## src/shared/evt_pkg.sv

```systemverilog
// Constants shared by the event timer: register map, field layout, codes, reset values
package evt_pkg;
  // Register byte offsets on the APB
  localparam logic [7:0] OFF_CTL0  = 8'h00;
  localparam logic [7:0] OFF_CTL1  = 8'h04;
  localparam logic [7:0] OFF_STAT  = 8'h08;
  localparam logic [7:0] OFF_CNT   = 8'h0C;
  localparam logic [7:0] OFF_CONA  = 8'h10;
  localparam logic [7:0] OFF_CONB  = 8'h14;

  // Control register zero fields
  localparam int IEN_LSB   = 5;
  localparam int CCLR_LSB  = 3;
  localparam int CKS_LSB   = 0;
  // Control register one fields
  localparam int TEDGE_LSB = 3;
  localparam int TRIGGER_START_ENABLE_BIT  = 2;
  localparam int EXT_BIT   = 0;
  localparam logic [7:0] CTL1_RSVD = 8'hE2;
  // Status and output register fields
  localparam int FLAG_LSB  = 5;
  localparam int ACTB_LSB  = 2;
  localparam int ACTA_LSB  = 0;
  localparam logic [7:0] STAT_RSVD = 8'h10;

  // Reset values and the counter top value
  localparam logic [7:0] CNT_RST   = 8'h00;
  localparam logic [7:0] CONST_RST = 8'hFF;
  localparam logic [7:0] CNT_TOP   = 8'hFF;

  // Clear source codes
  localparam logic [1:0] CCLR_NONE = 2'h0;
  localparam logic [1:0] CCLR_A    = 2'h1;
  localparam logic [1:0] CCLR_B    = 2'h2;
  localparam logic [1:0] CCLR_PIN  = 2'h3;

  // Waveform action codes
  localparam logic [1:0] ACT_HOLD  = 2'h0;
  localparam logic [1:0] ACT_LOW   = 2'h1;
  localparam logic [1:0] ACT_HIGH  = 2'h2;
  localparam logic [1:0] ACT_TOG   = 2'h3;

  // Edge select codes for the trigger pin and external clock
  localparam logic [1:0] EDGE_NONE = 2'h0;
  localparam logic [1:0] EDGE_RISE = 2'h1;
  localparam logic [1:0] EDGE_FALL = 2'h2;
  localparam logic [1:0] EDGE_BOTH = 2'h3;

  // Prescaler: six taps, divide by 4 up to 128
  localparam int DIV_W     = 7;
  localparam int N_TAP     = 6;
endpackage

```

## src/core/evt_timer.sv

```systemverilog
// Event timer: clock select, clear sources, flags, interrupt and waveform output
// Operation
// - Control zero bit 7 lets a set compare B flag request an interrupt.
// - Control zero bit 6 lets a set compare A flag request an interrupt.
// - Control zero bit 5 lets a set overflow flag request an interrupt.
// - Clear field bits 4:3: none, match A, match B, clear pin rising edge.
// - Trigger enable decides whether counting halts after a clear.
// - Clock field bits 2:0 plus extension bit pick clock; 000, 100 stop.
// - Codes 001..011 count prescaled clocks /4,/8 up to /64,/128.
// - Codes 101..111 count pin rising, falling, both edges; extension ignored.
// - Compare B flag, status bit 7, sets on match; cleared by write 0 after read 1.
// - Compare A flag, status bit 6, sets on match; cleared by write 0 after read 1.
// - Overflow flag, status bit 5, sets on wrap FF to 00; same clearing.
// - Status bit 4 always reads as 1.
// - Match B drives the output per bits 3:2: hold, 0, 1, toggle.
// - Match A drives the output per bits 1:0: hold, 0, 1, toggle.
// - Actions for match A and match B are set independently.
// - Output is 0 after reset until the first compare match.
// - Counter resets to zero, both constants reset to all ones.
// - With trigger enable, counting halts on clear, resumes on trigger edge.
// - Match fires in the last state where counter equals constant.
//
// The APB slave port and the register offsets were decided locally.
`timescale 1ns/1ps
module evt_timer #(
  parameter int ADDR_W = 8
) (
  input  wire logic              ref_clk,
  input  wire logic              srst,
  input  wire logic              psel,
  input  wire logic              penable,
  input  wire logic              pwrite,
  input  wire logic [ADDR_W-1:0] paddr,
  input  wire logic [31:0]       pwdata,
  output logic                   pready,
  output logic [31:0]            prdata,
  output logic                   pslverr,
  input  wire logic              external_count_clock_pin,
  input  wire logic              external_clear_pin,
  input  wire logic              trigger_pin,
  output logic                   waveform_out,
  output logic                   timer_irq
);
  // Refuse an address bus too narrow for the register map
  if (ADDR_W < 8) begin : g_bad_addr
    $error("evt_timer: ADDR_W must be at least 8");
  end

  // Registers and state
  logic [7:0] timer_control_zero;
  logic [1:0] trig_edge_sel;
  logic       trigger_start_enable;
  logic       clock_select_extension;
  logic [3:0] action_sel;
  logic [2:0] flags;
  logic [2:0] armed;
  logic [7:0] event_counter;
  logic [7:0] constant_a;
  logic [7:0] constant_b;
  logic       started;
  logic       ext_clk_prev;
  logic       clr_pin_prev;
  logic       trig_prev;

  // APB decode: answer one cycle into the access phase
  wire        acc_first  = psel & penable & ~pready;
  wire        acc_done   = psel & penable & pready;
  wire [7:0]  addr_lo    = paddr[7:0];
  wire        hi_zero    = (paddr >> 8) == '0;
  wire        sel_ctl0   = hi_zero & (addr_lo == evt_pkg::OFF_CTL0);
  wire        sel_ctl1   = hi_zero & (addr_lo == evt_pkg::OFF_CTL1);
  wire        sel_stat   = hi_zero & (addr_lo == evt_pkg::OFF_STAT);
  wire        sel_cnt    = hi_zero & (addr_lo == evt_pkg::OFF_CNT);
  wire        sel_cona   = hi_zero & (addr_lo == evt_pkg::OFF_CONA);
  wire        sel_conb   = hi_zero & (addr_lo == evt_pkg::OFF_CONB);
  wire        mapped     = sel_ctl0 | sel_ctl1 | sel_stat | sel_cnt | sel_cona | sel_conb;
  wire        wr_en      = acc_done & pwrite;
  wire        wr_ctl0    = wr_en & sel_ctl0;
  wire        wr_ctl1    = wr_en & sel_ctl1;
  wire        wr_stat    = wr_en & sel_stat;
  wire        wr_cnt     = wr_en & sel_cnt;
  wire        wr_cona    = wr_en & sel_cona;
  wire        wr_conb    = wr_en & sel_conb;
  wire        rd_stat    = acc_done & ~pwrite & sel_stat;
  wire [7:0]  wbyte      = pwdata[7:0];

  // Read views; reserved bits read as 1
  wire [7:0]  ctl1_view  = evt_pkg::CTL1_RSVD
                         | ({6'h00, trig_edge_sel} << evt_pkg::TEDGE_LSB)
                         | ({7'h00, trigger_start_enable} << evt_pkg::TRIGGER_START_ENABLE_BIT)
                         | ({7'h00, clock_select_extension} << evt_pkg::EXT_BIT);
  wire [7:0]  stat_view  = ({5'h00, flags} << evt_pkg::FLAG_LSB)
                         | evt_pkg::STAT_RSVD
                         | {4'h0, action_sel};
  wire [7:0]  rd_byte    = sel_ctl0 ? timer_control_zero :
                           sel_ctl1 ? ctl1_view :
                           sel_stat ? stat_view :
                           sel_cnt  ? event_counter :
                           sel_cona ? constant_a :
                           sel_conb ? constant_b : 8'h00;

  // Field views of control register zero and the status action bits
  wire [2:0]  irq_en     = timer_control_zero[evt_pkg::IEN_LSB +: 3];
  wire [1:0]  clr_sel    = timer_control_zero[evt_pkg::CCLR_LSB +: 2];
  wire [2:0]  clk_sel    = timer_control_zero[evt_pkg::CKS_LSB +: 3];
  wire [1:0]  act_b      = action_sel[evt_pkg::ACTB_LSB +: 2];
  wire [1:0]  act_a      = action_sel[evt_pkg::ACTA_LSB +: 2];

  // Internal prescaled clocks
  logic [evt_pkg::N_TAP-1:0] div_tick;
  evt_prescaler #(
    .DIV_W (evt_pkg::DIV_W),
    .N_TAP (evt_pkg::N_TAP)
  ) u_prescaler (
    .ref_clk  (ref_clk),
    .srst     (srst),
    .div_tick (div_tick)
  );

  // Count clock selection
  wire [2:0]  tap_idx    = {clk_sel[1:0] - 2'h1, clock_select_extension};
  wire        int_tick   = (clk_sel[1:0] != 2'h0) & div_tick[tap_idx];
  wire        ext_rise   = external_count_clock_pin & ~ext_clk_prev;
  wire        ext_fall   = ~external_count_clock_pin & ext_clk_prev;
  wire        ext_tick   = ((clk_sel[1:0] == evt_pkg::EDGE_RISE) & ext_rise)
                         | ((clk_sel[1:0] == evt_pkg::EDGE_FALL) & ext_fall)
                         | ((clk_sel[1:0] == evt_pkg::EDGE_BOTH) & (ext_rise | ext_fall));
  wire        src_tick   = clk_sel[2] ? ext_tick : int_tick;

  // Trigger gating of the count
  wire        trig_rise  = trigger_pin & ~trig_prev;
  wire        trig_fall  = ~trigger_pin & trig_prev;
  wire        trig_edge  = ((trig_edge_sel == evt_pkg::EDGE_RISE) & trig_rise)
                         | ((trig_edge_sel == evt_pkg::EDGE_FALL) & trig_fall)
                         | ((trig_edge_sel == evt_pkg::EDGE_BOTH) & (trig_rise | trig_fall));
  wire        running    = ~trigger_start_enable | started;
  wire        tick       = src_tick & running;

  // Matches fire on the count that leaves the equal value; a constant write masks it
  wire        match_a    = tick & (event_counter == constant_a) & ~wr_cona;
  wire        match_b    = tick & (event_counter == constant_b) & ~wr_conb;
  wire        wrap       = tick & (event_counter == evt_pkg::CNT_TOP);

  // Clear source selection
  wire        clr_rise   = external_clear_pin & ~clr_pin_prev;
  wire        clear_evt  = ((clr_sel == evt_pkg::CCLR_A) & match_a)
                         | ((clr_sel == evt_pkg::CCLR_B) & match_b)
                         | ((clr_sel == evt_pkg::CCLR_PIN) & clr_rise);

  // Counter next value: clear beats write, write beats count
  wire [7:0]  next_counter = clear_evt ? evt_pkg::CNT_RST :
                             wr_cnt    ? wbyte :
                             tick      ? event_counter + 8'h01 : event_counter;

  // Trigger run state: clear halts, selected edge restarts
  wire        next_started = (trigger_start_enable & clear_evt) ? 1'b0 :
                             trig_edge ? 1'b1 : started;

  // Flags in status order: overflow, match A, match B
  wire [2:0]  flag_set   = {match_b, match_a, wrap};
  wire [2:0]  wr_flags   = wbyte[evt_pkg::FLAG_LSB +: 3];
  logic [2:0] next_flags;
  logic [2:0] next_armed;
  for (genvar i = 0; i < 3; i++) begin : g_flag
    // Set wins over a clear in the same cycle
    assign next_flags[i] = flag_set[i]
                         | (flags[i] & ~(wr_stat & ~wr_flags[i] & armed[i]));
    assign next_armed[i] = wr_stat ? 1'b0 : (armed[i] | (rd_stat & flags[i]));
  end

  // Interrupt request from enabled flags
  wire        next_irq   = |(next_flags & irq_en);

  // Waveform action; match B applied last so it wins a conflict
  function automatic logic apply_act(input logic [1:0] act, input logic lvl);
    unique case (act)
      evt_pkg::ACT_HOLD: apply_act = lvl;
      evt_pkg::ACT_LOW:  apply_act = 1'b0;
      evt_pkg::ACT_HIGH: apply_act = 1'b1;
      evt_pkg::ACT_TOG:  apply_act = ~lvl;
    endcase
  endfunction
  wire        wave_a     = match_a ? apply_act(act_a, waveform_out) : waveform_out;
  wire        wave_b     = match_b ? apply_act(act_b, waveform_out) : waveform_out;
  wire        b_active   = match_b & (act_b != evt_pkg::ACT_HOLD);
  wire        next_wave  = b_active ? wave_b : wave_a;

  // APB answer registers
  always_ff @(posedge ref_clk) begin
    if (srst) begin
      pready  <= 1'b0;
      prdata  <= 32'h0000_0000;
      pslverr <= 1'b0;
    end else begin
      pready  <= acc_first;
      pslverr <= acc_first & ~mapped;
      prdata  <= acc_first & ~pwrite ? {24'h00_0000, rd_byte} : 32'h0000_0000;
    end
  end

  // Control registers
  always_ff @(posedge ref_clk) begin
    if (srst) begin
      timer_control_zero     <= 8'h00;
      trig_edge_sel          <= evt_pkg::EDGE_NONE;
      trigger_start_enable   <= 1'b0;
      clock_select_extension <= 1'b0;
      action_sel             <= 4'h0;
    end else begin
      if (wr_ctl0) begin
        timer_control_zero <= wbyte;
      end
      if (wr_ctl1) begin
        trig_edge_sel          <= wbyte[evt_pkg::TEDGE_LSB +: 2];
        trigger_start_enable   <= wbyte[evt_pkg::TRIGGER_START_ENABLE_BIT];
        clock_select_extension <= wbyte[evt_pkg::EXT_BIT];
      end
      if (wr_stat) begin
        action_sel <= wbyte[3:0];
      end
    end
  end

  // Constants, counter and run state
  always_ff @(posedge ref_clk) begin
    if (srst) begin
      constant_a    <= evt_pkg::CONST_RST;
      constant_b    <= evt_pkg::CONST_RST;
      event_counter <= evt_pkg::CNT_RST;
      started       <= 1'b0;
    end else begin
      if (wr_cona) begin
        constant_a <= wbyte;
      end
      if (wr_conb) begin
        constant_b <= wbyte;
      end
      event_counter <= next_counter;
      started       <= next_started;
    end
  end

  // Flags, interrupt, waveform and pin history
  always_ff @(posedge ref_clk) begin
    if (srst) begin
      flags        <= 3'h0;
      armed        <= 3'h0;
      timer_irq    <= 1'b0;
      waveform_out <= 1'b0;
      ext_clk_prev <= 1'b0;
      clr_pin_prev <= 1'b0;
      trig_prev    <= 1'b0;
    end else begin
      flags        <= next_flags;
      armed        <= next_armed;
      timer_irq    <= next_irq;
      waveform_out <= next_wave;
      ext_clk_prev <= external_count_clock_pin;
      clr_pin_prev <= external_clear_pin;
      trig_prev    <= trigger_pin;
    end
  end
endmodule

```

## src/core/evt_prescaler.sv

```systemverilog
// Free running prescaler giving one-cycle enables at divide by 4 up to 128
`timescale 1ns/1ps
module evt_prescaler #(
  parameter int DIV_W = 7,
  parameter int N_TAP = 6
) (
  input  wire logic             ref_clk,
  input  wire logic             srst,
  output wire logic [N_TAP-1:0] div_tick
);
  // Refuse a counter too short for the highest tap
  if (DIV_W < N_TAP + 1) begin : g_bad_width
    $error("evt_prescaler: DIV_W too small for N_TAP");
  end

  logic [DIV_W-1:0] pre_cnt;

  // Divider counter
  always_ff @(posedge ref_clk) begin
    if (srst) begin
      pre_cnt <= {DIV_W{1'b0}};
    end else begin
      pre_cnt <= pre_cnt + {{(DIV_W-1){1'b0}}, 1'b1};
    end
  end

  // Tap i pulses just before bit i+1 falls, once every 2**(i+2) cycles
  for (genvar i = 0; i < N_TAP; i++) begin : g_tap
    assign div_tick[i] = &pre_cnt[i+1:0];
  end
endmodule

```

## config.mk

```make
export PLATFORM = sky130hd
export DESIGN_NAME = evt_timer
export DESIGN_NICKNAME = d
export VERILOG_FILES = /design/src/shared/evt_pkg.sv /design/src/core/evt_timer.sv /design/src/core/evt_prescaler.sv
export SDC_FILE = /design/constraint.sdc
export NUM_CORES = 1
export LEC_CHECK = 0
export CORE_MARGIN = 3
export CORE_UTILIZATION = 63
export DETAILED_ROUTE_END_ITERATION = 6
export DONT_BUFFER_PORTS = 1
export PLACE_DENSITY = 0.76
export SLEW_MARGIN = 0
export SYNTH_ARGS = -nofsm -noshare
export SYNTH_HDL_FRONTEND = slang
export SYNTH_SLANG_ARGS = --single-unit
```

## constraint.sdc

```tcl
create_clock -name ref_clk -period 2.8 [get_ports ref_clk]
set_input_delay 0.28 -clock ref_clk [delete_from_list [all_inputs] [get_ports ref_clk]]
set_output_delay 0.28 -clock ref_clk [all_outputs]
set_load 0.1 [all_outputs]
```

Word level (Yosys, flattened, before mapping)
Cells that the tools add are included.

$add $sub $neg: 3. Order comparisons: 1. Eq/ne operators: 26. Multiplexer cells: 16. Bitwise gates (word level): 92. Reductions and logical operators: 19.

Operators by type and width (count): $mux 8 (8); $and 1x1->1 (49); $eq 2x2->1 const B (10); $or 1x1->1 (20); $not 1->1 (19); $eq 8x4->1 const B (2); $eq 8x5->1 const B (2); $eq 8x8->1 (2); $eq 2x1->1 const B (5); $add 8x1->8 const B (1); $eq 8x3->1 const B (1); $eq 8x8->1 const B (1); $logic_not 8->1 (1); $or 8x1->8 (1); $or 8x3->8 (1); $or 8x4->8 (1); $reduce_and 4->1 (2); $reduce_bool 2->1 (4); $reduce_or 2->1 (4); $add 7x1->7 const B (1); $reduce_and 7->1 (1); $ne 2x2->1 const B (3); $pmux 1 s3 (2); $reduce_and 6->1 (1); other kinds (10) (15).

Register bits after elaboration: 93. Bits of input ports: 48. Logic and storage cells: 178.

Depth between registers and ports, before layout
Gate-level depths: netlist of the first run.

Word-level depth: 14. Depth in mapped cells: 11. Depth with buffers taken out: 10.

By module
A second synthesis of the first run with hierarchy kept.

Cells, all modules: 444. Area, all modules: 3813.7 µm².

By module, submodules not included: evt_timer (times used 1, cells an instance 409, area an instance 3478.3 µm²); evt_prescaler (times used 1, cells an instance 35, area an instance 335.3 µm²).

Least setup slack after synthesis of the first run
No wires, ideal clock.

Path type: reg2reg. Start: reg pready. End: reg timer_irq. Library setup time: 0.120 ns. Data arrival time: 2.466 ns. Path slack: 0.214 ns. Cell stages (with the launch flop): 7. Period minus slack after synthesis: 2.586 ns. Cells stage by stage: dfxtp_1 -> nand3_1 -> nor2_1 -> nand3_1 -> nor3b_1 -> o32ai_1 -> a211o_1.

Word-level cells in the longest chain between the ends: 10.

Ends and longest elaborated chain: from (decl) (line evt_timer.sv:35) `output logic pready,`; from (signal assigned) (line evt_timer.sv:195) `pready <= acc_first;`; $and 1x1->1 * (line evt_timer.sv:67) `wire acc_done = psel & penable & pready;`; $and 1x1->1 * (line evt_timer.sv:77) `wire wr_en = acc_done & pwrite;`; $and 1x1->1 (line evt_timer.sv:80) `wire wr_stat = wr_en & sel_stat;`; $and 1x1->1 (2 in series) (line evt_timer.sv:167) `| (flags[i] & ~(wr_stat & ~wr_flags[i] & armed[i]));`; $not 1->1 (line evt_timer.sv:167); $and 1x1->1 (line evt_timer.sv:167); $or 1x1->1 (line evt_timer.sv:167); $and 3x3->3 * (line evt_timer.sv:172) `wire next_irq = |(next_flags & irq_en);`; $reduce_or 3->1 * (line evt_timer.sv:172); to (signal assigned) (line evt_timer.sv:256) `timer_irq <= next_irq;`; to (decl) (line evt_timer.sv:42) `output logic timer_irq`.

Every way passes the cells marked *; elsewhere a longest branch is shown, timed or not. A chain may end at the register's enable or synchronous reset.

Final worst setup path of the first run
Start: reg u_prescaler.pre_cnt[0]. End: reg waveform_out.

Word-level cells in the longest chain between the ends: 11.

Ends and longest elaborated chain: from (decl) (line evt_prescaler.sv:16) `logic [DIV_W-1:0] pre_cnt;`; from (signal assigned) (line evt_prescaler.sv:21) `pre_cnt <= {DIV_W{1'b0}};`; from (signal assigned) (line evt_prescaler.sv:23) `pre_cnt <= pre_cnt + {{(DIV_W-1){1'b0}}, 1'b1};`; $reduce_and 7->1 (tied with other cells) (line evt_prescaler.sv:29) `assign div_tick[i] = &pre_cnt[i+1:0];`; $bmux 1 s3 * (line evt_timer.sv:122) `wire int_tick = (clk_sel[1:0] != 2'h0) & div_tick[tap_idx];`; $mux 1 (not written as such) * (line evt_timer.sv:122); $and 1x1->1 * (line evt_timer.sv:122); $mux 1 * (line evt_timer.sv:128) `wire src_tick = clk_sel[2] ? ext_tick : int_tick;`; $and 1x1->1 * (line evt_timer.sv:137) `wire tick = src_tick & running;`; $and 1x1->1 (2 in series) (line evt_timer.sv:141) `wire match_b = tick & (event_counter == constant_b) & ~wr_conb;`; $and 1x1->1 (line evt_timer.sv:185) `wire b_active = match_b & (act_b != evt_pkg::ACT_HOLD);`; $ne 2x2->1 (no line) or $reduce_bool 2->1 (tied branches); $reduce_and 4->1 (no line); to (signal assigned) (line evt_timer.sv:257) `waveform_out <= next_wave;`; to (decl) (line evt_timer.sv:41) `output logic waveform_out,`.

Every way passes the cells marked *; elsewhere a longest branch is shown, timed or not. The select of a mux whose other input is x is not followed.

==> flow_summary.toml, run 1 <==
[floorplanning]
die_y_um = 82.7
core_sq_um = 5610
start_util_pct = 66.1
ios = 84
num_rows = 27
die_w_um = 82.7
dieArea_sq_um = 6840

[hold_path]
whs_endpoint = "pready"
whs_path_depth = 1
min-delay-start = "srst"
hp-class = "input port to register"

[synthesis]
ys_seq_area_share_pct = 37.3
synth_seq_cells = 69
ys_warn_count = 0
synth_area_per_cell_sq_um = 8.25
synth_cells = 449
syn-cell-area_sq_um = 3700
synth_edf_count = 0
synthArstFlopShare_pct = 0
ys_types = 55
ys.flop_type = "dfxtp_1"

[drt]
via_per_inst = 6.00
first_iter_violations = 341
antenna_left = 0
dr.pass1.iters = 5
wl_per_cell_um = 17.4
num_vias = 3192
drc = 0
routed_wl_um = 9230

[global_routing]
grt_util_all_layers_pct = 28.2
grt_overflow_total = 0
grt_pass1_wl_um = 14100
grt_pass1_vias = 2855
antenna_found_initial = 0
grt_max_degree = 29

[clock_tree]
clock_sinks = 69
numCtsBuffers = 9
cts_tree = "done"
clk_pin_slew_worst_paths_ns = 0.07
clock_tree.root_cell = "clkbuf_8"
ctsLongestPathBuffers = 2
cts_htree_levels = 3
clk_latency_ns = 0.35

[critical_path]
critPathBufInv = 2
crit_slowest_cell = "or3_1"
reg2reg_from = "u_prescaler.pre_cnt[0]"
worst_ep_required_time_ns = 3.04
reg2reg_slack_ns = 0.17
path_cells = "ha_1, nand3_1, inv_1, ha_1, o22ai_1, a32oi_1, o2111ai_2, buf_12, or3_1, o22ai_1, mux2_2"
max_stage_delay_ns = 0.37
start_kind = "register"
end_kind = "register"
cp_max_fo = 14
crit_arrival_ns = 2.87
r2r_cells = 11
r2r-end = "waveform_out"
critPathKind = "register to register"
cp_top_family = "compound AO/OA/AOI/OAI gates"

[placement]
gp_congestion = 0.876
dp_hpwl_um = 6500
dpl.cell_count = 514
numPortBuffers = 0
place_ws_ns = 0.185
dpl-instance-area_sq_um = 3740

[cells_and_area]
nets = 516
antenna_cells = 0
final_util_pct = 70.3
syn_to_final_growth_pct = 6.48
final_cells = 532
fin_area_sq_um = 3950
drive_gt1_share_pct = 10.0

[timing]
fin_skew_ns = 0.0142
setup_ws_ns = 0.166
tns_ns = 0
slew_violations = 0
period_needed_ns = 2.63
final-hold-violation-count = 0
rsz0062_at_grt = "false"
period_share_pct = 94.1
setup_violations = 0
fmax_ghz = 0.380
whs_ns = 0.0425
slew-limit-headroom_pct = 25.3
worst_slew_pin_slew_ns = 1.12

[power]
leakagePower_nw = 1.52
p_total_mw = 1.91
power_density_nw_per_um2 = 484
ir_worst_vdd_mv = 0.301

[run_status]
status = "completed"

[run]
max-cap-violations = 0
==> metal layers <==
| layer | share of wire, % | vias up | GRT usage [%] |
|---|---|---|---|
| met3 | 9.2 | 29 | 5.53 |
| met1 | 40 | 1479 | 34.8 |
| met2 | 47 | 153 | 46.6 |
| met4 | 3.4 | 0 | 14.2 |
| li1 | - | 1531 | - |
| met5 | 0 | - | 0 |
==> how the worst max path moves through the flow <==
stage | to | from | cells past startpoint | slack [ns]
finish | waveform_out | u_prescaler.pre_cnt[0] | 11 | 0.17
global route | waveform_out | u_prescaler.pre_cnt[0] | 11 | 0.05
CTS | waveform_out | timer_control_zero[1] | 9 | 0.10
detailed placement | waveform_out | timer_control_zero[1] | 9 | 0.18
global placement | waveform_out | u_prescaler.pre_cnt[0] | 11 | 0.22
floorplan | timer_irq | pready | 6 | 0.21
==> cell families (layout without fill, tap and decap cells) <==
logic type | Yosys count | after routing | share of synthesized area [%]
AND/OR/NAND/NOR | 165 | 165 | 21.8
AO/OA/AOI/OAI | 86 | 86 | 14.7
XOR/XNOR | 24 | 24 | 5.67
buffers and inverters | 66 | 54 | 9.29
adder cells (fa/ha/maj) | 12 | 12 | 4.05
flip-flops | 69 | 69 | 37.3
other | 1 | 24 | 0.101
multiplexers | 26 | 26 | 7.16
==> where the power goes <==
group,leakage (nW),internal (mW),switching (mW)
Clock,0.0877,0.334,0.377
Sequential,0.558,0.988,0.00914
Combinational,0.877,0.0236,0.180
Total,1.52,1.35,0.566
==> registers in the layout, summed over array words and instances (netlist names), 2 cells and up <==
signal               count
event_counter            8
flags                    3
u_prescaler.pre_cnt      7
constant_b               8
armed                    3
trig_edge_sel            2
constant_a               8
timer_control_zero       8
prdata                   8
action_sel               4
==> repair_timing <==
item,CTS,global route
hold buffers,2,0
resized for setup,0,2
endpoints found under the setup margin,0,9
setup buffers,0,1
endpoints found under the hold margin,28,0
==> synth_stat cells, types with 7 or more instances <==
| library cell | n | area share (%) |
|---|---|---|
| dfxtp_1 | 69 | 37 |
| nand2_1 | 55 | 5.6 |
| nor2_1 | 38 | 3.9 |
| a21oi_1 | 34 | 4.6 |
| buf_4 | 24 | 4.9 |
| nand3_1 | 24 | 3.2 |
| mux2i_1 | 22 | 5.9 |
| inv_1 | 19 | 1.9 |
| xor2_1 | 19 | 4.5 |
| clkbuf_1 | 14 | 1.4 |
| o21ai_0 | 13 | 1.8 |
| ha_1 | 12 | 4.1 |
| nor3_1 | 8 | 1.1 |
| a211oi_1 | 7 | 1.4 |
==> cell type report <==
cell class                 instances  area (sq um)
multi-input combinational        337          2070
sequential                        69          1380
clock buffer                      10           138
clock inverter                     5          27.5
timing repair buffer              19           160
tap                               72          90.1
inverter                          20          75.1
fill                             483          1660
==> placed cells by master, fill, tap and decap left out, types with 3 or more instances in the layout <==
master / n
and3_1: 3
dfxtp_1: 68
nand2b_1: 5
nand2_1: 55
a31oi_1: 4
clkinv_2: 4
buf_4: 16
or4_1: 3
a32oi_1: 4
nand4_1: 3
nor4_1: 5
nor3_1: 8
inv_1: 19
conb_1: 24
a211oi_1: 7
o21ai_0: 13
mux2i_1: 22
nand3_1: 24
nor2b_1: 6
a21oi_1: 34
ha_1: 12
xor2_1: 19
xnor2_1: 5
clkbuf_8: 10
nor2_1: 38
o22ai_1: 4
mux2_2: 4
Power figures use the tool's default switching activity.
==> inputs of run 2 (changes only) <==
Settings changed: SETUP_SLACK_MARGIN set to 0.4.
==> run 2 against run 1 <==
  * Total power increased by 5.6%
  * Critical path depth decreased by 1
  * Register-to-register slack improved by 0.25 ns
  * Sequential power about the same
  * Clock-buffer cell count increased by 2
  * Die area unchanged
  * First-iteration DRC count decreased by 26%
  * Clock skew decreased by 0.0094 ns
  * Design area increased by 5.0%
  * Clock power increased by 14%
  * Critical endpoint unchanged
  * Highest routed layer unchanged
==> flow_summary.toml, run 2 (synthesis results as in run 1) <==
[timing]
setup_violations = 0
worst_slew_pin_slew_ns = 1.08
slew-limit-headroom_pct = 27.8
fin_skew_ns = 0.00476
period_needed_ns = 2.38
whs_ns = 0.0302
final-hold-violation-count = 0
rsz0062_at_grt = "true"
setup_ws_ns = 0.421
period_share_pct = 85.0
tns_ns = 0
slew_violations = 0
fmax_ghz = 0.420

[drt]
via_per_inst = 6.02
dr.pass1.iters = 5
antenna_left = 0
first_iter_violations = 251
drc = 0
wl_per_cell_um = 17.6
routed_wl_um = 9530
num_vias = 3251

[cells_and_area]
final_util_pct = 73.9
syn_to_final_growth_pct = 11.8
fin_area_sq_um = 4140
nets = 523
mostFrequentLayoutCells = "64 x dfxtp_1, 55 x nand2_1, 38 x nor2_1, 33 x a21oi_1, 24 x conb_1"
drive_gt1_share_pct = 15.2
antenna_cells = 0
final_common_cell = "dfxtp_1"
fillers = 429

[global_routing]
grt_util_all_layers_pct = 29.4
grt_max_degree = 29
grt_pass1_wl_um = 14900
grt_pass1_vias = 3066
antenna_found_initial = 0
grt_overflow_total = 0

[critical_path]
worst_ep_required_time_ns = 3.04
crit_arrival_ns = 2.62
cp_max_fo = 5
start_kind = "register"
critPathKind = "register to register"
end_kind = "register"

[run_status]
status = "completed"

[floorplanning]
ios = 84
die_w_um = 82.7
start_util_pct = 66.1
dieArea_sq_um = 6840
num_rows = 27
core_sq_um = 5610
die_y_um = 82.7

[placement]
place_ws_ns = 0.129
dpl-instance-area_sq_um = 3750
numPortBuffers = 0
gp_congestion = 0.887
dp_hpwl_um = 6650

[power]
p_sw_share_pct = 28.2
ir_worst_vdd_mv = 0.368
p_comb_share_pct = 10.4
p_int_mw = 1.45
p_seq_share_pct = 49.5
p_switching_mw = 0.569
power_density_nw_per_um2 = 487
leakagePower_nw = 1.58
clockPowerShare_pct = 40.1

[run]
max-cap-violations = 0

[clock_tree]
clock_sinks = 69
ctsLongestPathBuffers = 2
cts_tree = "done"
clock_tree.root_cell = "clkbuf_8"
cts_htree_levels = 3
clk_latency_ns = 0.35
clk_pin_slew_worst_paths_ns = 0.07
numCtsBuffers = 9

[hold_path]
hp-class = "input port to register"
run 2: through the flow:
| stage | total power, mW | instances |
|---|---|---|
| after CTS | 2.01 | 536 |
| after detailed placement | 1.21 | 516 |
| after floorplan | 1.24 | 472 |
| after global routing | 2.06 | 540 |
| after global placement | 1.21 | 516 |
| final | 2.02 | 540 |
run 2: power groups by stage:
stage	registers [mW]	logic, mW	clock network, mW
2_1_floorplan	1.02	0.218	0
3_3_place_gp	1.02	0.191	0
3_5_place_dp	1.02	0.192	0
4_1_cts	0.999	0.203	0.811
5_1_grt	1.00	0.221	0.843
6_report	1.00	0.209	0.810
run 2: layout make-up:
type,count,area [sq um],share of cell area [%]
multi-input cells,337,2190,52.8
clock inverters,4,47.5,1.15
inverters,20,77.6,1.87
repair buffers,26,204,4.92
well taps,72,90.1,2.18
flip-flops and latches,69,1390,33.6
clock buffers,12,145,3.50
run 2: worst max-delay path, stage by stage, from the launching register on:
cell	delay [ns]
dfxtp_2	0.35
ha_4	0.15
nand3_4	0.09
inv_4	0.07
ha_4	0.12
o22ai_2	0.06
a32oi_1	0.21
o2111ai_2	0.26
or3_4	0.43
o22ai_2	0.18
mux2_2	0.35
run 2: routing by layer:
metal	routed length (um)	global-route usage [%]	share of wire, %
met3	744	7.16	7.8
met2	4490	49.7	47
met5	0	0	0
met4	408	14.7	4.3
met1	3890	34.5	41
run 2: path summary, 6_finish.rpt:
kind,slack (ns),endpoint,cells past startpoint,from
max reg2reg,0.42,waveform_out,10,u_prescaler.pre_cnt[1]
max,0.42,waveform_out,10,u_prescaler.pre_cnt[1]
min reg2reg,0.47,armed[0],2,armed[0]
min,0.03,pready,1,srst
run 2: repair_timing:
action | 4_1_cts | 5_1_grt
setup buffers | 3 | 3
hold buffers | 1 | 1
resized for setup | 14 | 14
endpoints found under the setup margin | 12 | 12
endpoints found under the hold margin | 28 | 1
cloned | 0 | 0
pin swaps | 4 | 1
